`src/pbr_defines.vh`:
```
// Offsets, field positions, reset values and timing counts of the basic management registers
`ifndef PBR_DEFINES_VH
`define PBR_DEFINES_VH

// Register addresses on the management port
`define PBR_ADDR_W            5
`define PBR_ADDR_CTL          5'h00
`define PBR_ADDR_STS          5'h01
`define PBR_ADDR_IDH          5'h02
`define PBR_ADDR_IDL          5'h03
`define PBR_ADDR_GIGABIT_STATUS_PRESENT      5'h0F

// Control register fields
`define PBR_CTL_SOFT_RST      15
`define PBR_CTL_SPEED_LOW     13
`define PBR_CTL_NEG_EN        12
`define PBR_CTL_LOW_POWER     11
`define PBR_CTL_ISOLATE       10
`define PBR_CTL_NEG_RESTART   9
`define PBR_CTL_DUPLEX        8
`define PBR_CTL_COL_TEST      7
`define PBR_CTL_SPEED_HIGH    6
`define PBR_CTL_RESET         16'h1140

// Status register fields
`define PBR_STS_FAST_FD       14
`define PBR_STS_FAST_HD       13
`define PBR_STS_LEGACY_FD     12
`define PBR_STS_LEGACY_HD     11
`define PBR_STS_GIG_PRESENT   8
`define PBR_STS_SHORT_PRE     6
`define PBR_STS_NEG_DONE      5
`define PBR_STS_REMOTE_FAULT  4
`define PBR_STS_NEG_ABILITY   3
`define PBR_STS_LINK          2
`define PBR_STS_JABBER        1
`define PBR_STS_EXT_SET       0
`define PBR_STS_RESET         16'h7949

// Forced speed codes
`define PBR_SPEED_10          2'h0
`define PBR_SPEED_100         2'h1
`define PBR_SPEED_1000        2'h2
`define PBR_SPEED_RSVD        2'h3

// Soft reset duration
`define PBR_CLK_KHZ           10000
`define PBR_SOFT_RST_NS       1000
`define PBR_SOFT_RST_CYC      ((`PBR_SOFT_RST_NS * `PBR_CLK_KHZ + 999999) / 1000000)
`define PBR_CNT_W             4

`endif

```
`src/pbr_regs.v`:
```
// Basic control, status and identifier registers of the PHY management block
//
// How it works
// - Control bit 12 negotiation enable, resets 1
// - Control bit 11 mirrors low power state
// - Control bit 10 isolates MAC-side pins
// - Bit 9 restarts negotiation, then self-clears
// - Control bit 8 full duplex, resets 1
// - Control bit 7 enables collision signal test
// - Bit 6 read-only upper speed bit, 1
// - Speed code from bits 6,13 when forced
// - Bit 15 resets management logic, self-clears
// - Status bits 14..11 ability flags read 1
// - Status bit 8 gigabit status present
// - Status bit 6 short preamble accepted
// - Status bit 5 negotiation done
// - Status bit 4 remote fault, clear on read
// - Status bit 3 negotiation ability reads 1
// - Status bit 2 latches low on loss
// - Status bit 1 jabber, clear on read
// - Status bit 0 extended set present
// - Identifier holds vendor code, model, revision
// - Identifier may optionally read all zero
//
// Design decision made here: strobed register access.
`timescale 1ns/1ps
`include "pbr_defines.vh"

module pbr_regs #(
  parameter [23:0] VENDOR_CODE  = 24'h00A5C3,  // Arbitrary value
  parameter [5:0]  MODEL_NUMBER = 6'h15,       // Arbitrary value
  parameter [3:0]  REVISION     = 4'h2,        // Arbitrary value
  parameter        ID_AS_ZERO   = 1'b0         // Return zero identifier
) (
  input  wire                    ref_clk,               // 10 MHz clock
  input  wire                    resetn,                // Async reset, active low
  input  wire [`PBR_ADDR_W-1:0]  reg_addr,              // Register address
  input  wire [15:0]             reg_wdata,             // Write data
  input  wire                    reg_wr,                // Write strobe
  input  wire                    reg_rd,                // Read strobe
  output reg  [15:0]             reg_rdata,             // Read data, cycle after strobe
  input  wire                    low_power_state,       // Low-power state active
  input  wire                    negotiation_done_in,   // Negotiation complete
  input  wire                    link_up_in,            // Current link state
  input  wire                    remote_fault_in,       // Remote fault seen
  input  wire                    jabber_in,             // Jabber seen
  output wire                    negotiation_enable,    // Negotiation on
  output wire                    negotiation_restart,   // Restart pulse
  output wire                    mac_isolate,           // Isolate MAC pins
  output wire                    full_duplex,           // Full duplex select
  output wire                    collision_signal_test, // Collision test on
  output wire [1:0]              forced_speed,          // Forced speed code
  output wire                    forced_speed_valid,    // Forced speed in use
  output wire                    mgmt_soft_reset        // Management reset active
);

  // Register index compare, shared by the read and write paths
  function addr_is;
    input [`PBR_ADDR_W-1:0] a;
    input [`PBR_ADDR_W-1:0] ref_a;
    begin
      addr_is = (a == ref_a);
    end
  endfunction

  // Reset release through two flops
  reg rst_s1_q;
  reg rst_s2_q;
  always @(posedge ref_clk or negedge resetn) begin
    if (!resetn) begin
      rst_s1_q <= 1'b0;
      rst_s2_q <= 1'b0;
    end else begin
      rst_s1_q <= 1'b1;
      rst_s2_q <= rst_s1_q;
    end
  end
  wire rst_n = rst_s2_q;

  // Status inputs come from the PCS side, so each passes two flops
  reg [4:0] sync1_q;
  reg [4:0] sync2_q;
  always @(posedge ref_clk or negedge rst_n) begin
    if (!rst_n) begin
      sync1_q <= 5'h00;
      sync2_q <= 5'h00;
    end else begin
      sync1_q <= {low_power_state, negotiation_done_in, link_up_in,
                  remote_fault_in, jabber_in};
      sync2_q <= sync1_q;
    end
  end
  wire lp_s   = sync2_q[4];
  wire done_s = sync2_q[3];
  wire link_s = sync2_q[2];
  wire rf_s   = sync2_q[1];
  wire jab_s  = sync2_q[0];

  wire wr_ctl = reg_wr && addr_is(reg_addr, `PBR_ADDR_CTL);
  wire rd_sts = reg_rd && addr_is(reg_addr, `PBR_ADDR_STS);

  // Control fields
  reg                   neg_en_q;
  reg                   neg_en_d;
  reg                   isolate_q;
  reg                   isolate_d;
  reg                   restart_q;
  reg                   restart_d;
  reg                   duplex_q;
  reg                   duplex_d;
  reg                   col_test_q;
  reg                   col_test_d;
  reg                   speed_low_q;
  reg                   speed_low_d;
  reg                   soft_rst_q;
  reg                   soft_rst_d;
  reg [`PBR_CNT_W-1:0]  soft_cnt_q;
  reg [`PBR_CNT_W-1:0]  soft_cnt_d;

  // Soft reset length, cut to the counter width on purpose
  localparam integer          SOFT_CYC_I = `PBR_SOFT_RST_CYC;
  localparam [`PBR_CNT_W-1:0] SOFT_CYC   = SOFT_CYC_I[`PBR_CNT_W-1:0];
  localparam [`PBR_CNT_W-1:0] CNT_ONE    = {{(`PBR_CNT_W-1){1'b0}}, 1'b1};

  // The write that asks for a soft reset loads defaults, not its own data,
  // so no field glitches to a written value for one cycle
  wire soft_req = wr_ctl && reg_wdata[`PBR_CTL_SOFT_RST];

  always @* begin
    neg_en_d    = neg_en_q;
    isolate_d   = isolate_q;
    restart_d   = 1'b0;
    duplex_d    = duplex_q;
    col_test_d  = col_test_q;
    speed_low_d = speed_low_q;
    soft_rst_d  = soft_rst_q;
    soft_cnt_d  = soft_cnt_q;
    if (soft_rst_q || soft_req) begin
      // Defaults held throughout; writes during soft reset are dropped
      neg_en_d    = 1'b1;
      isolate_d   = 1'b0;
      duplex_d    = 1'b1;
      col_test_d  = 1'b0;
      speed_low_d = 1'b0;
    end else if (wr_ctl) begin
      neg_en_d    = reg_wdata[`PBR_CTL_NEG_EN];
      isolate_d   = reg_wdata[`PBR_CTL_ISOLATE];
      restart_d   = reg_wdata[`PBR_CTL_NEG_RESTART];
      duplex_d    = reg_wdata[`PBR_CTL_DUPLEX];
      col_test_d  = reg_wdata[`PBR_CTL_COL_TEST];
      speed_low_d = reg_wdata[`PBR_CTL_SPEED_LOW];
    end
    if (soft_rst_q) begin
      if (soft_cnt_q == CNT_ONE) begin
        soft_rst_d = 1'b0;
        soft_cnt_d = {`PBR_CNT_W{1'b0}};
      end else begin
        soft_cnt_d = soft_cnt_q - CNT_ONE;
      end
    end else if (soft_req) begin
      soft_rst_d = 1'b1;
      soft_cnt_d = SOFT_CYC;
    end
  end

  always @(posedge ref_clk or negedge rst_n) begin
    if (!rst_n) begin
      neg_en_q    <= 1'b1;
      isolate_q   <= 1'b0;
      restart_q   <= 1'b0;
      duplex_q    <= 1'b1;
      col_test_q  <= 1'b0;
      speed_low_q <= 1'b0;
      soft_rst_q  <= 1'b0;
      soft_cnt_q  <= {`PBR_CNT_W{1'b0}};
    end else begin
      neg_en_q    <= neg_en_d;
      isolate_q   <= isolate_d;
      restart_q   <= restart_d;
      duplex_q    <= duplex_d;
      col_test_q  <= col_test_d;
      speed_low_q <= speed_low_d;
      soft_rst_q  <= soft_rst_d;
      soft_cnt_q  <= soft_cnt_d;
    end
  end

  // Latched status flags; an event in the read cycle survives the clear
  reg link_lat_q;
  reg link_lat_d;
  reg rf_lat_q;
  reg rf_lat_d;
  reg jab_lat_q;
  reg jab_lat_d;

  always @* begin
    link_lat_d = link_lat_q;
    rf_lat_d   = rf_lat_q;
    jab_lat_d  = jab_lat_q;
    if (!link_s) begin
      link_lat_d = 1'b0;
    end else if (rd_sts) begin
      link_lat_d = 1'b1;
    end
    if (rf_s) begin
      rf_lat_d = 1'b1;
    end else if (rd_sts) begin
      rf_lat_d = 1'b0;
    end
    if (jab_s) begin
      jab_lat_d = 1'b1;
    end else if (rd_sts) begin
      jab_lat_d = 1'b0;
    end
  end

  always @(posedge ref_clk or negedge rst_n) begin
    if (!rst_n) begin
      link_lat_q <= 1'b0;
      rf_lat_q   <= 1'b0;
      jab_lat_q  <= 1'b0;
    end else begin
      link_lat_q <= link_lat_d;
      rf_lat_q   <= rf_lat_d;
      jab_lat_q  <= jab_lat_d;
    end
  end

  // Read images; unlisted control bits stay zero, status bits start from the reset value
  reg [15:0] ctl_img;
  reg [15:0] sts_img;
  always @* begin
    ctl_img = 16'h0000;
    ctl_img[`PBR_CTL_SOFT_RST]    = soft_rst_q;
    ctl_img[`PBR_CTL_SPEED_LOW]   = speed_low_q;
    ctl_img[`PBR_CTL_NEG_EN]      = neg_en_q;
    ctl_img[`PBR_CTL_LOW_POWER]   = lp_s;
    ctl_img[`PBR_CTL_ISOLATE]     = isolate_q;
    ctl_img[`PBR_CTL_NEG_RESTART] = restart_q;
    ctl_img[`PBR_CTL_DUPLEX]      = duplex_q;
    ctl_img[`PBR_CTL_COL_TEST]    = col_test_q;
    ctl_img[`PBR_CTL_SPEED_HIGH]  = 1'b1;
    // Fixed ability bits
    sts_img = `PBR_STS_RESET;
    sts_img[`PBR_STS_NEG_DONE]     = done_s;
    sts_img[`PBR_STS_REMOTE_FAULT] = rf_lat_q;
    sts_img[`PBR_STS_LINK]         = link_lat_q;
    sts_img[`PBR_STS_JABBER]       = jab_lat_q;
  end

  wire [31:0] id_word = ID_AS_ZERO ? 32'h00000000 :
                        {VENDOR_CODE[21:0], MODEL_NUMBER, REVISION};

  always @(posedge ref_clk or negedge rst_n) begin
    if (!rst_n) begin
      reg_rdata <= 16'h0000;
    end else if (reg_rd) begin
      if (addr_is(reg_addr, `PBR_ADDR_CTL)) begin
        reg_rdata <= ctl_img;
      end else if (addr_is(reg_addr, `PBR_ADDR_STS)) begin
        reg_rdata <= sts_img;
      end else if (addr_is(reg_addr, `PBR_ADDR_IDH)) begin
        reg_rdata <= id_word[31:16];
      end else if (addr_is(reg_addr, `PBR_ADDR_IDL)) begin
        reg_rdata <= id_word[15:0];
      end else begin
        reg_rdata <= 16'h0000;
      end
    end else begin
      reg_rdata <= 16'h0000;
    end
  end

  assign negotiation_enable    = neg_en_q;
  assign negotiation_restart   = restart_q;
  assign mac_isolate           = isolate_q;
  assign full_duplex           = duplex_q;
  assign collision_signal_test = col_test_q;
  // Upper speed bit is fixed, so only the 1000 code or the reserved code occurs
  assign forced_speed          = {1'b1, speed_low_q};
  assign forced_speed_valid    = !neg_en_q && (forced_speed != `PBR_SPEED_RSVD);
  assign mgmt_soft_reset       = soft_rst_q;

endmodule

```
`config.mk`:
```
export PLATFORM = sky130hd
export DESIGN_NAME = pbr_regs
export DESIGN_NICKNAME = d
export VERILOG_FILES = /design/src/pbr_regs.v
export VERILOG_INCLUDE_DIRS = /design/src
export SDC_FILE = /design/constraint.sdc
export NUM_CORES = 1
export LEC_CHECK = 0
export ABC_CLOCK_PERIOD_IN_PS = 1300
export BUFFER_PORTS_ARGS = -buffer_cell sky130_fd_sc_hd__buf_4
export CAP_MARGIN = 10
export CORE_ASPECT_RATIO = 0.7
export CORE_UTILIZATION = 48
export CTS_CLUSTER_SIZE = 10
export DETAILED_ROUTE_END_ITERATION = 8
export GPL_ROUTABILITY_DRIVEN = 0
export PLACE_DENSITY = 0.75
export SLEW_MARGIN = 30
export SYNTH_ARGS = -nofsm -noshare
export SYNTH_HDL_FRONTEND = slang
export SYNTH_SLANG_ARGS = --single-unit
```
`constraint.sdc`:
```
create_clock -name ref_clk -period 1.3 [get_ports ref_clk]
set_input_delay 0.13 -clock ref_clk [delete_from_list [all_inputs] [get_ports ref_clk]]
set_output_delay 0.13 -clock ref_clk [all_outputs]
set_load 0.01 [all_outputs]
```
; ---- Yosys cells after proc, flatten, opt, wreduce, memory -nomap -nowiden
; Cells that the tools add are included.
; Widths: inputs -> output; s select.
[totals]
regBits = 42
in_bits = 30
out_inout_bits = 25
wordCells = 62
[op_classes]
add_sub_neg = 1
n_eq_ne = 5
n_mux = 28
bitwise_logic = 1
reduce_logical = 11
[op_table]
columns = op, n
row1 = $mux 16, 2
row2 = $mux 12, 2
row3 = $mux 1, 20
row4 = $mux 15, 1
row5 = $mux 4, 3
row6 = $eq 5x2->1 const B, 2
row7 = $reduce_bool 2->1, 4
row8 = $eq 5x1->1 const B, 1
row9 = $logic_not 5->1, 1
row10 = $eq 4x1->1 const B, 1
row11 = $logic_and 1x1->1, 4
row12 = $sub 4x1->4 const B, 1
row13 = $ne 2x1->1 const B, 1
row14 = $logic_not 1->1, 1
row15 = $logic_or 1x1->1, 1
row16 = $not 1->1, 1

; ---- Depth between registers and ports, before layout
; Gate-level depths: netlist (run 1).
[depth]
word_depth = 6
ltp_mapped = 5
ltp_nobuf = 5

; ---- Worst setup path before layout (run 1)
; Ideal clock, no wire load.
[synth_path]
path_kind = flip-flop to flip-flop
start = reg soft_cnt_q[1]
end = reg soft_cnt_q[2]
setup_ps = 120
t_arrival_ps = 1128
required_time_ps = 1180
setup_slack_ps = 52
path_stages_with_launch = 6
n_path_buf = 0
period_less_slack_ps = 1248
cell_sequence = dfrtp_1 > inv_1 > ha_1 > inv_1 > o311a_1 > a31o_1
[synth_via]
elab_chain_cells = 3
elab_cells_between_ends = 4
cone_classes = add/sub: 1 / eq/ne: 1 / mux: 2
[synth_rtl]
columns = item, line
row1 = from (decl), pbr_regs.v:117  ; reg [`PBR_CNT_W-1:0] soft_cnt_q;
row2 = from (signal assigned), pbr_regs.v:175  ; soft_cnt_q <= {`PBR_CNT_W{1'b0}};
row3 = from (signal assigned), pbr_regs.v:184  ; soft_cnt_q <= soft_cnt_d;
row4 = $sub 4x1->4 or $eq 4x1->1 (tied branches), "pbr_regs.v:158, pbr_regs.v:154"
row5 = $mux 4 *, pbr_regs.v:154  ; if (soft_cnt_q == CNT_ONE) begin
row6 = $mux 4 *, pbr_regs.v:153  ; if (soft_rst_q) begin
; Mark *: on every way between the ends. The rest lies on a longest branch, timed or not.
; A chain may end at the register's enable or synchronous reset.

; ---- Worst setup path in the final report (run 1)
[layout_path]
start = reg soft_cnt_q[0]
end = reg soft_cnt_q[2]
; The elaborated chain is that of the path after synthesis.

==> results.yml, run 1 <==
outcome:
  outcome: "completed"
timing:
  setup_slack_ps: 37.10
  final_hold_viol_count: 0
  period_needed_ps: 1263
  slew_violations: 0
  final-setup-viol-count: 0
  period_share: 0.9715
  skew_ps: 2.952
  fin_setup_tns_ps: 0
  max_freq_mhz: 791.8
pwr:
  cell_internal_pwr_mw: 2.270
  vdd_drop_max_mv: 0.7780
  pwr_density_cell_nw_per_um2: 1459
  seqPwrFrac: 0.486
  power.total_mw: 3.140
  p_clk_frac: 0.311
  leakage_nw: 1.093
  p_switching_mw: 0.8698
  p_comb_frac: 0.204
  p_sw_frac: 0.2770
finish:
  fillers: 188
  diodes: 0
  area_delta_synth_final_pct: 38.15
  layout_commonest_cell: "buf_4"
  final_layout_size_suffix_gt1_frac: 0.3730
  nets: 217
  fin_area_um2: 2152
  post-route-util: 0.7313
  multi_input_comb_area_um2: 495.5
  layout_common_cells: "buf_4, dfrtp_1, nor2_1"
  ff_latch_area_um2: 1030
floorplan:
  start_util: 0.5293
  die_x_um: 70.09
  ios: 55
  core_area_um2: 2943
  die-area_um2: 3481
  rows: 16
  die_h_um: 49.66
drt:
  drt_iter0_drc: 64
  drc: 0
  wl_per_cell_um: 15.14
  via_count: 1146
  vias_per_cell: 5.186
  wl_mm: 3.347
  postRouteAntennaNets: 0
  drt_first_pass_iters: 4
clock_network:
  cts_buffers: 5
  clock_sinks: 41
  cts.clk_slew.worst_paths_ps: 70
  clk_path_buf_depth: 2
  root_buffer: "clkbuf_8"
  ctsHtreeMaxLevel: 2
  clock_latency_ps: 290
  cts_tree: "done"
place:
  place_area_um2: 1954
  dp_hpwl_mm: 2.322
  port-buffer-count: 44
  pre_cts_ws_ps: -22.57
critical_path:
  cp_max_fo: 4
  worst-setup-path-type: "reg -> reg"
  cp-start-kind: "flop"
  crit_chain: "inv_2, ha_1, xor2_1, o311a_1, a31o_1"
  crit_slowest_cell: "dfrtp_2"
  critPathArrivalTime_ps: 1440
  end_kind: "flop"
  worst_ep_required_time_ps: 1480
  cpPeakStageDelay_ps: 420
synthesis:
  ys_top_cells_by_area: "dfrtp_1, mux2i_1, nor2_1"
  syn_area_um2: 1558
  ys_types: 33
  synthCells: 127
  yosysTopAreaCell: "dfrtp_1"
  synth_top_area_frac: 0.6265
  seq_area_frac_synth: 0.6602
  post_synth.cell_area_avg_um2: 12.27
  ys_ff_latch: 41
  yosysWarnings: 0
global_routing:
  grt_pass1_wl_mm: 5.464
  grt_max_degree: 40
  grt_usage: 0.2131
  grt_overflow: 0
  first_global_vias: 1193
  antenna_found_initial: 0
worst_hold_path:
  hold_class: "in -> reg"
flow_run:
  cap_violations: 0
[cell families after synthesis]
kind of cell / synth area share
muxes: 0.03856
other: 0.002407
adders and majority gates: 0.01606
DFF: 0.6602
buffers and inverters: 0.04016
AOI/OAI and AO/OA: 0.07470
and+or+nand+nor: 0.1623
xor gates and xnor gates: 0.005624
[path summary, 6_finish.rpt]
path                          startpoint             endpoint  slack, ps  depth (start not counted)
setup / recovery           soft_cnt_q[0]        soft_cnt_q[2]         40                          5
setup reg to reg           soft_cnt_q[0]        soft_cnt_q[2]         40                          5
hold / removal             reg_wdata[15]  negotiation_restart         80                          2
hold reg to reg                    rst_n         reg_rdata[1]        240                          1
max in group asynchronous          rst_n          full_duplex        800                          1
min in group asynchronous         resetn             rst_s1_q        160                          2
[state kept, by name, indices dropped and copies added (netlist names), 4 cells and up]
name,flops
soft_cnt_q,4
sync1_q,5
sync2_q,5
reg_rdata,15
[metal layers]
layer	wire length [um]	GRT usage	vias to the layer above
li1	-	-	540
met1	1479	0.2575	563
met2	1646	0.3686	39
met3	198	0.05726	4
met4	22	0.08000	0
met5	0	0	-
[cell usage after synthesis, drive strengths merged]
library cell and n:
buf 5, a311o 1, nor4b 3, dfstp 2, xor2 1, a22oi 1, nor3 6, o311a 1
nand2b 1, nand4 1, mux2i 6, o21ai 3, ha 2, inv 6, conb 1, nor4 3
nand2 11, a21oi 7, a31o 1, o21a 1, and2 1, dfrtp 39, a21o 2, clkbuf 2
nor2 15, nor2b 1, nand3 2, nand3b 1, o31ai 1
[layout make-up]
cell class / count / share of cell area
timing repair buffer: 57 / 0.2116
multi-input combinational: 74 / 0.2302
sequential: 41 / 0.4785
inverter: 6 / 0.01047
clock inverter: 2 / 0.01628
tap: 36 / 0.02093
clock buffer: 5 / 0.03198
[critical path: cells and delay by family (launching register included)]
family	cells	cell delay, ps
AO/OA/AOI/OAI	2	310
flip-flops	1	420
buffers and inverters	1	50
adder cells (fa/ha/maj)	1	210
XOR/XNOR	1	160
[power groups by stage]
stage	clock, mW	sequential, mW	combinational (mW)
after detailed placement	0	1.53	0.571
after global routing	1.05	1.54	0.702
after CTS	0.994	1.50	0.617
final	0.975	1.53	0.639
after global placement	0	1.52	0.534
after floorplan	0	1.54	0.308
[per-stage QoR]
step                      hold slack, ps  std cells
final                              76.27        221
after global placement            -86.99        207
after global routing               72.67        221
after CTS                          68.72        221
after floorplan                   -165.6        128
after detailed placement          -86.48        207
[what timing repair did]
action                                  in CTS  in global routing
hold buffers                                 6                  0
hold endpoints to repair                     7                  0
gates resized for setup                      2                  5
setup buffers                                1                  0
endpoints found under the setup margin       1                  3
pin swaps                                    0                  2
No activity file was read; power rests on OpenSTA's default activity.
==> inputs of run 2 (changes only) <==
--- a/config.mk
+++ b/config.mk
@@ -14,7 +14,7 @@
 export CTS_CLUSTER_SIZE = 10
 export DETAILED_ROUTE_END_ITERATION = 8
 export GPL_ROUTABILITY_DRIVEN = 0
-export PLACE_DENSITY = 0.75
+export PLACE_DENSITY = 0.82
 export SLEW_MARGIN = 30
 export SYNTH_ARGS = -nofsm -noshare
 export SYNTH_HDL_FRONTEND = slang
==> run 2 against run 1 <==
Against the previous run: clock power is 19% lower; sequential share of layout area is 0.82 points higher; combinational power hardly changed; worst hold slack worse by 47 ps; count of clock-buffer cells in the layout is 1 higher; final cell count stayed put; worst setup slack worse by 11 ps; final area is 1.7% lower; die area stayed put; via count hardly changed; non-clock buffer count is 1 lower.
==> results.yml, run 2 (synthesis gave the netlist of run 1 again) <==
finish:
  area_delta_synth_final_pct: 35.82
  diodes: 0
  largestRegisters: "reg_rdata (15), sync1_q (5), sync2_q (5)"
  fillers: 201
  layout.cells.non_filler: 221
  nets: 216
  layout_common_cells: "buf_4, dfrtp_1, nor2_1"
  final_layout_size_suffix_gt1_frac: 0.3730
  largest_reg_flops: 15
  layout_commonest_cell: "buf_4"
  top_register: "reg_rdata"
floorplan:
  die-area_um2: 3481
  start_util: 0.5293
  rows: 16
  core_area_um2: 2943
  die_x_um: 70.09
  die_h_um: 49.66
  ios: 55
clock_network:
  clock_latency_ps: 290
  cts_buffers: 5
  ctsHtreeMaxLevel: 2
  cts.clk_slew.worst_paths_ps: 70
  cts_tree: "done"
  clk_path_buf_depth: 2
  clock_sinks: 41
  root_buffer: "clkbuf_8"
drt:
  drt_iter0_drc: 67
  wl_mm: 3.219
  via_count: 1145
  drc: 0
  vias_per_cell: 5.181
  wl_per_cell_um: 14.57
  drt_first_pass_iters: 6
  postRouteAntennaNets: 0
timing:
  skew_ps: 3.306
  final_hold_viol_count: 0
  slew_violations: 0
  period_share: 0.9798
  grt_setup_unrepaired: "yes"
  max_freq_mhz: 785.1
  hold_ws_ps: 28.93
  period_needed_ps: 1274
  final-setup-viol-count: 0
global_routing:
  first_global_vias: 1070
  grt_usage: 0.1991
  grt_pass1_wl_mm: 5.119
  antenna_found_initial: 0
  grt_max_degree: 28
  grt_overflow: 0
pwr:
  pwr_density_cell_nw_per_um2: 1397
  leakage_nw: 1.074
  vdd_drop_max_mv: 0.8132
  power.total_mw: 2.956
place:
  port-buffer-count: 44
  dp_hpwl_mm: 2.271
  placed_cells: 206
critical_path:
  critPathArrivalTime_ps: 1460
  crit_slowest_cell: "dfrtp_2"
  worst_ep_required_time_ps: 1480
  end_kind: "flop"
  path_buf_inv: 1
  worst-setup-path-type: "reg -> reg"
  cp_max_fo: 4
  r2r-end: "soft_cnt_q[2]"
  rrSetupSlack_ps: 30
  rr_worst_depth: 5
  crit_family: "flip-flops"
  crit_chain: "inv_2, ha_2, xor2_1, o311a_1, a31o_1"
  cpPeakStageDelay_ps: 440
  reg2reg_from: "soft_cnt_q[0]"
  cp-start-kind: "flop"
flow_run:
  cap_violations: 0
outcome:
  outcome: "completed"
worst_hold_path:
  hold_class: "reg -> async"
run 2: cell count changes in the layout (fill, tap and decap cells not counted), sizes merged:
cell    before  now
clkbuf       5    6
bufinv       1    0
buf         51   50
clkinv       1    2
run 2: how the worst max path moves through the flow:
stage	start	endpoint	slack [ps]	depth (start not counted)
after floorplan	soft_cnt_q[1]	soft_cnt_q[2]	50	5
after global placement	soft_cnt_q[1]	soft_cnt_q[2]	30	5
after detailed placement	soft_cnt_q[1]	soft_cnt_q[2]	-50	5
after CTS	soft_cnt_q[1]	soft_cnt_q[3]	-20	4
after global routing	soft_cnt_q[0]	soft_cnt_q[2]	-10	5
final	soft_cnt_q[0]	soft_cnt_q[2]	30	5
run 2: cell type report:
type / instances / area (um^2) / area share
Inverter: 6 / 22.52 / 0.01064
Clock buffer: 6 / 72.57 / 0.03430
Timing Repair Buffer: 56 / 435.4 / 0.2058
Tap cell: 36 / 45.04 / 0.02129
Sequential cell: 41 / 1030 / 0.4867
Multi-Input combinational cell: 74 / 500.5 / 0.2365
Clock inverter: 2 / 10.01 / 0.004731
run 2: repair_timing:
item                                    CTS  global route
cloned                                    0             0
hold buffers                              6             0
pin swaps                                 1             0
resized for setup                         5             4
buffers inserted                          1             0
endpoints found under the setup margin    1             2
hold endpoints to repair                  7             0
run 2: metal layers:
metal | GRT usage | wire [um] | vias up
li1 | - | - | 540
met1 | 0.2579 | 1409 | 552
met2 | 0.3157 | 1522 | 46
met5 | 0 | 0 | -
met3 | 0.06748 | 240 | 7
met4 | 0.07000 | 46 | 0
run 2: worst register-to-register path, delay by kind of cell (launching register included):
family                     cells  cell delay (ps)
AOI/OAI and AO/OA              2              330
DFF                            1              440
xor gates and xnor gates       1              160
buffers and inverters          1               60
adders and majority gates      1              180
run 2: power by group:
group	switching [mW]	total (mW)	leakage, nW	internal [mW]
sequential	0.125	1.53	0.517	1.40
clock	0.416	0.788	0.0450	0.372
combinational	0.338	0.642	0.513	0.304
total	0.880	2.96	1.07	2.08
run 2: per-stage QoR:
stage | setup TNS, ps | utilization | instance area, um^2 | worst slack, ps
6_report | 0 | 0.7190 | 2116 | 26.30
3_3_place_gp | 0 | 0.6573 | 1934 | 32.72
3_5_place_dp | -51.67 | 0.6573 | 1934 | -51.67
4_1_cts | -21.20 | 0.7130 | 2098 | -21.20
2_1_floorplan | 0 | - | 1562 | 52.48
5_1_grt | -9.812 | 0.7190 | 2116 | -9.812
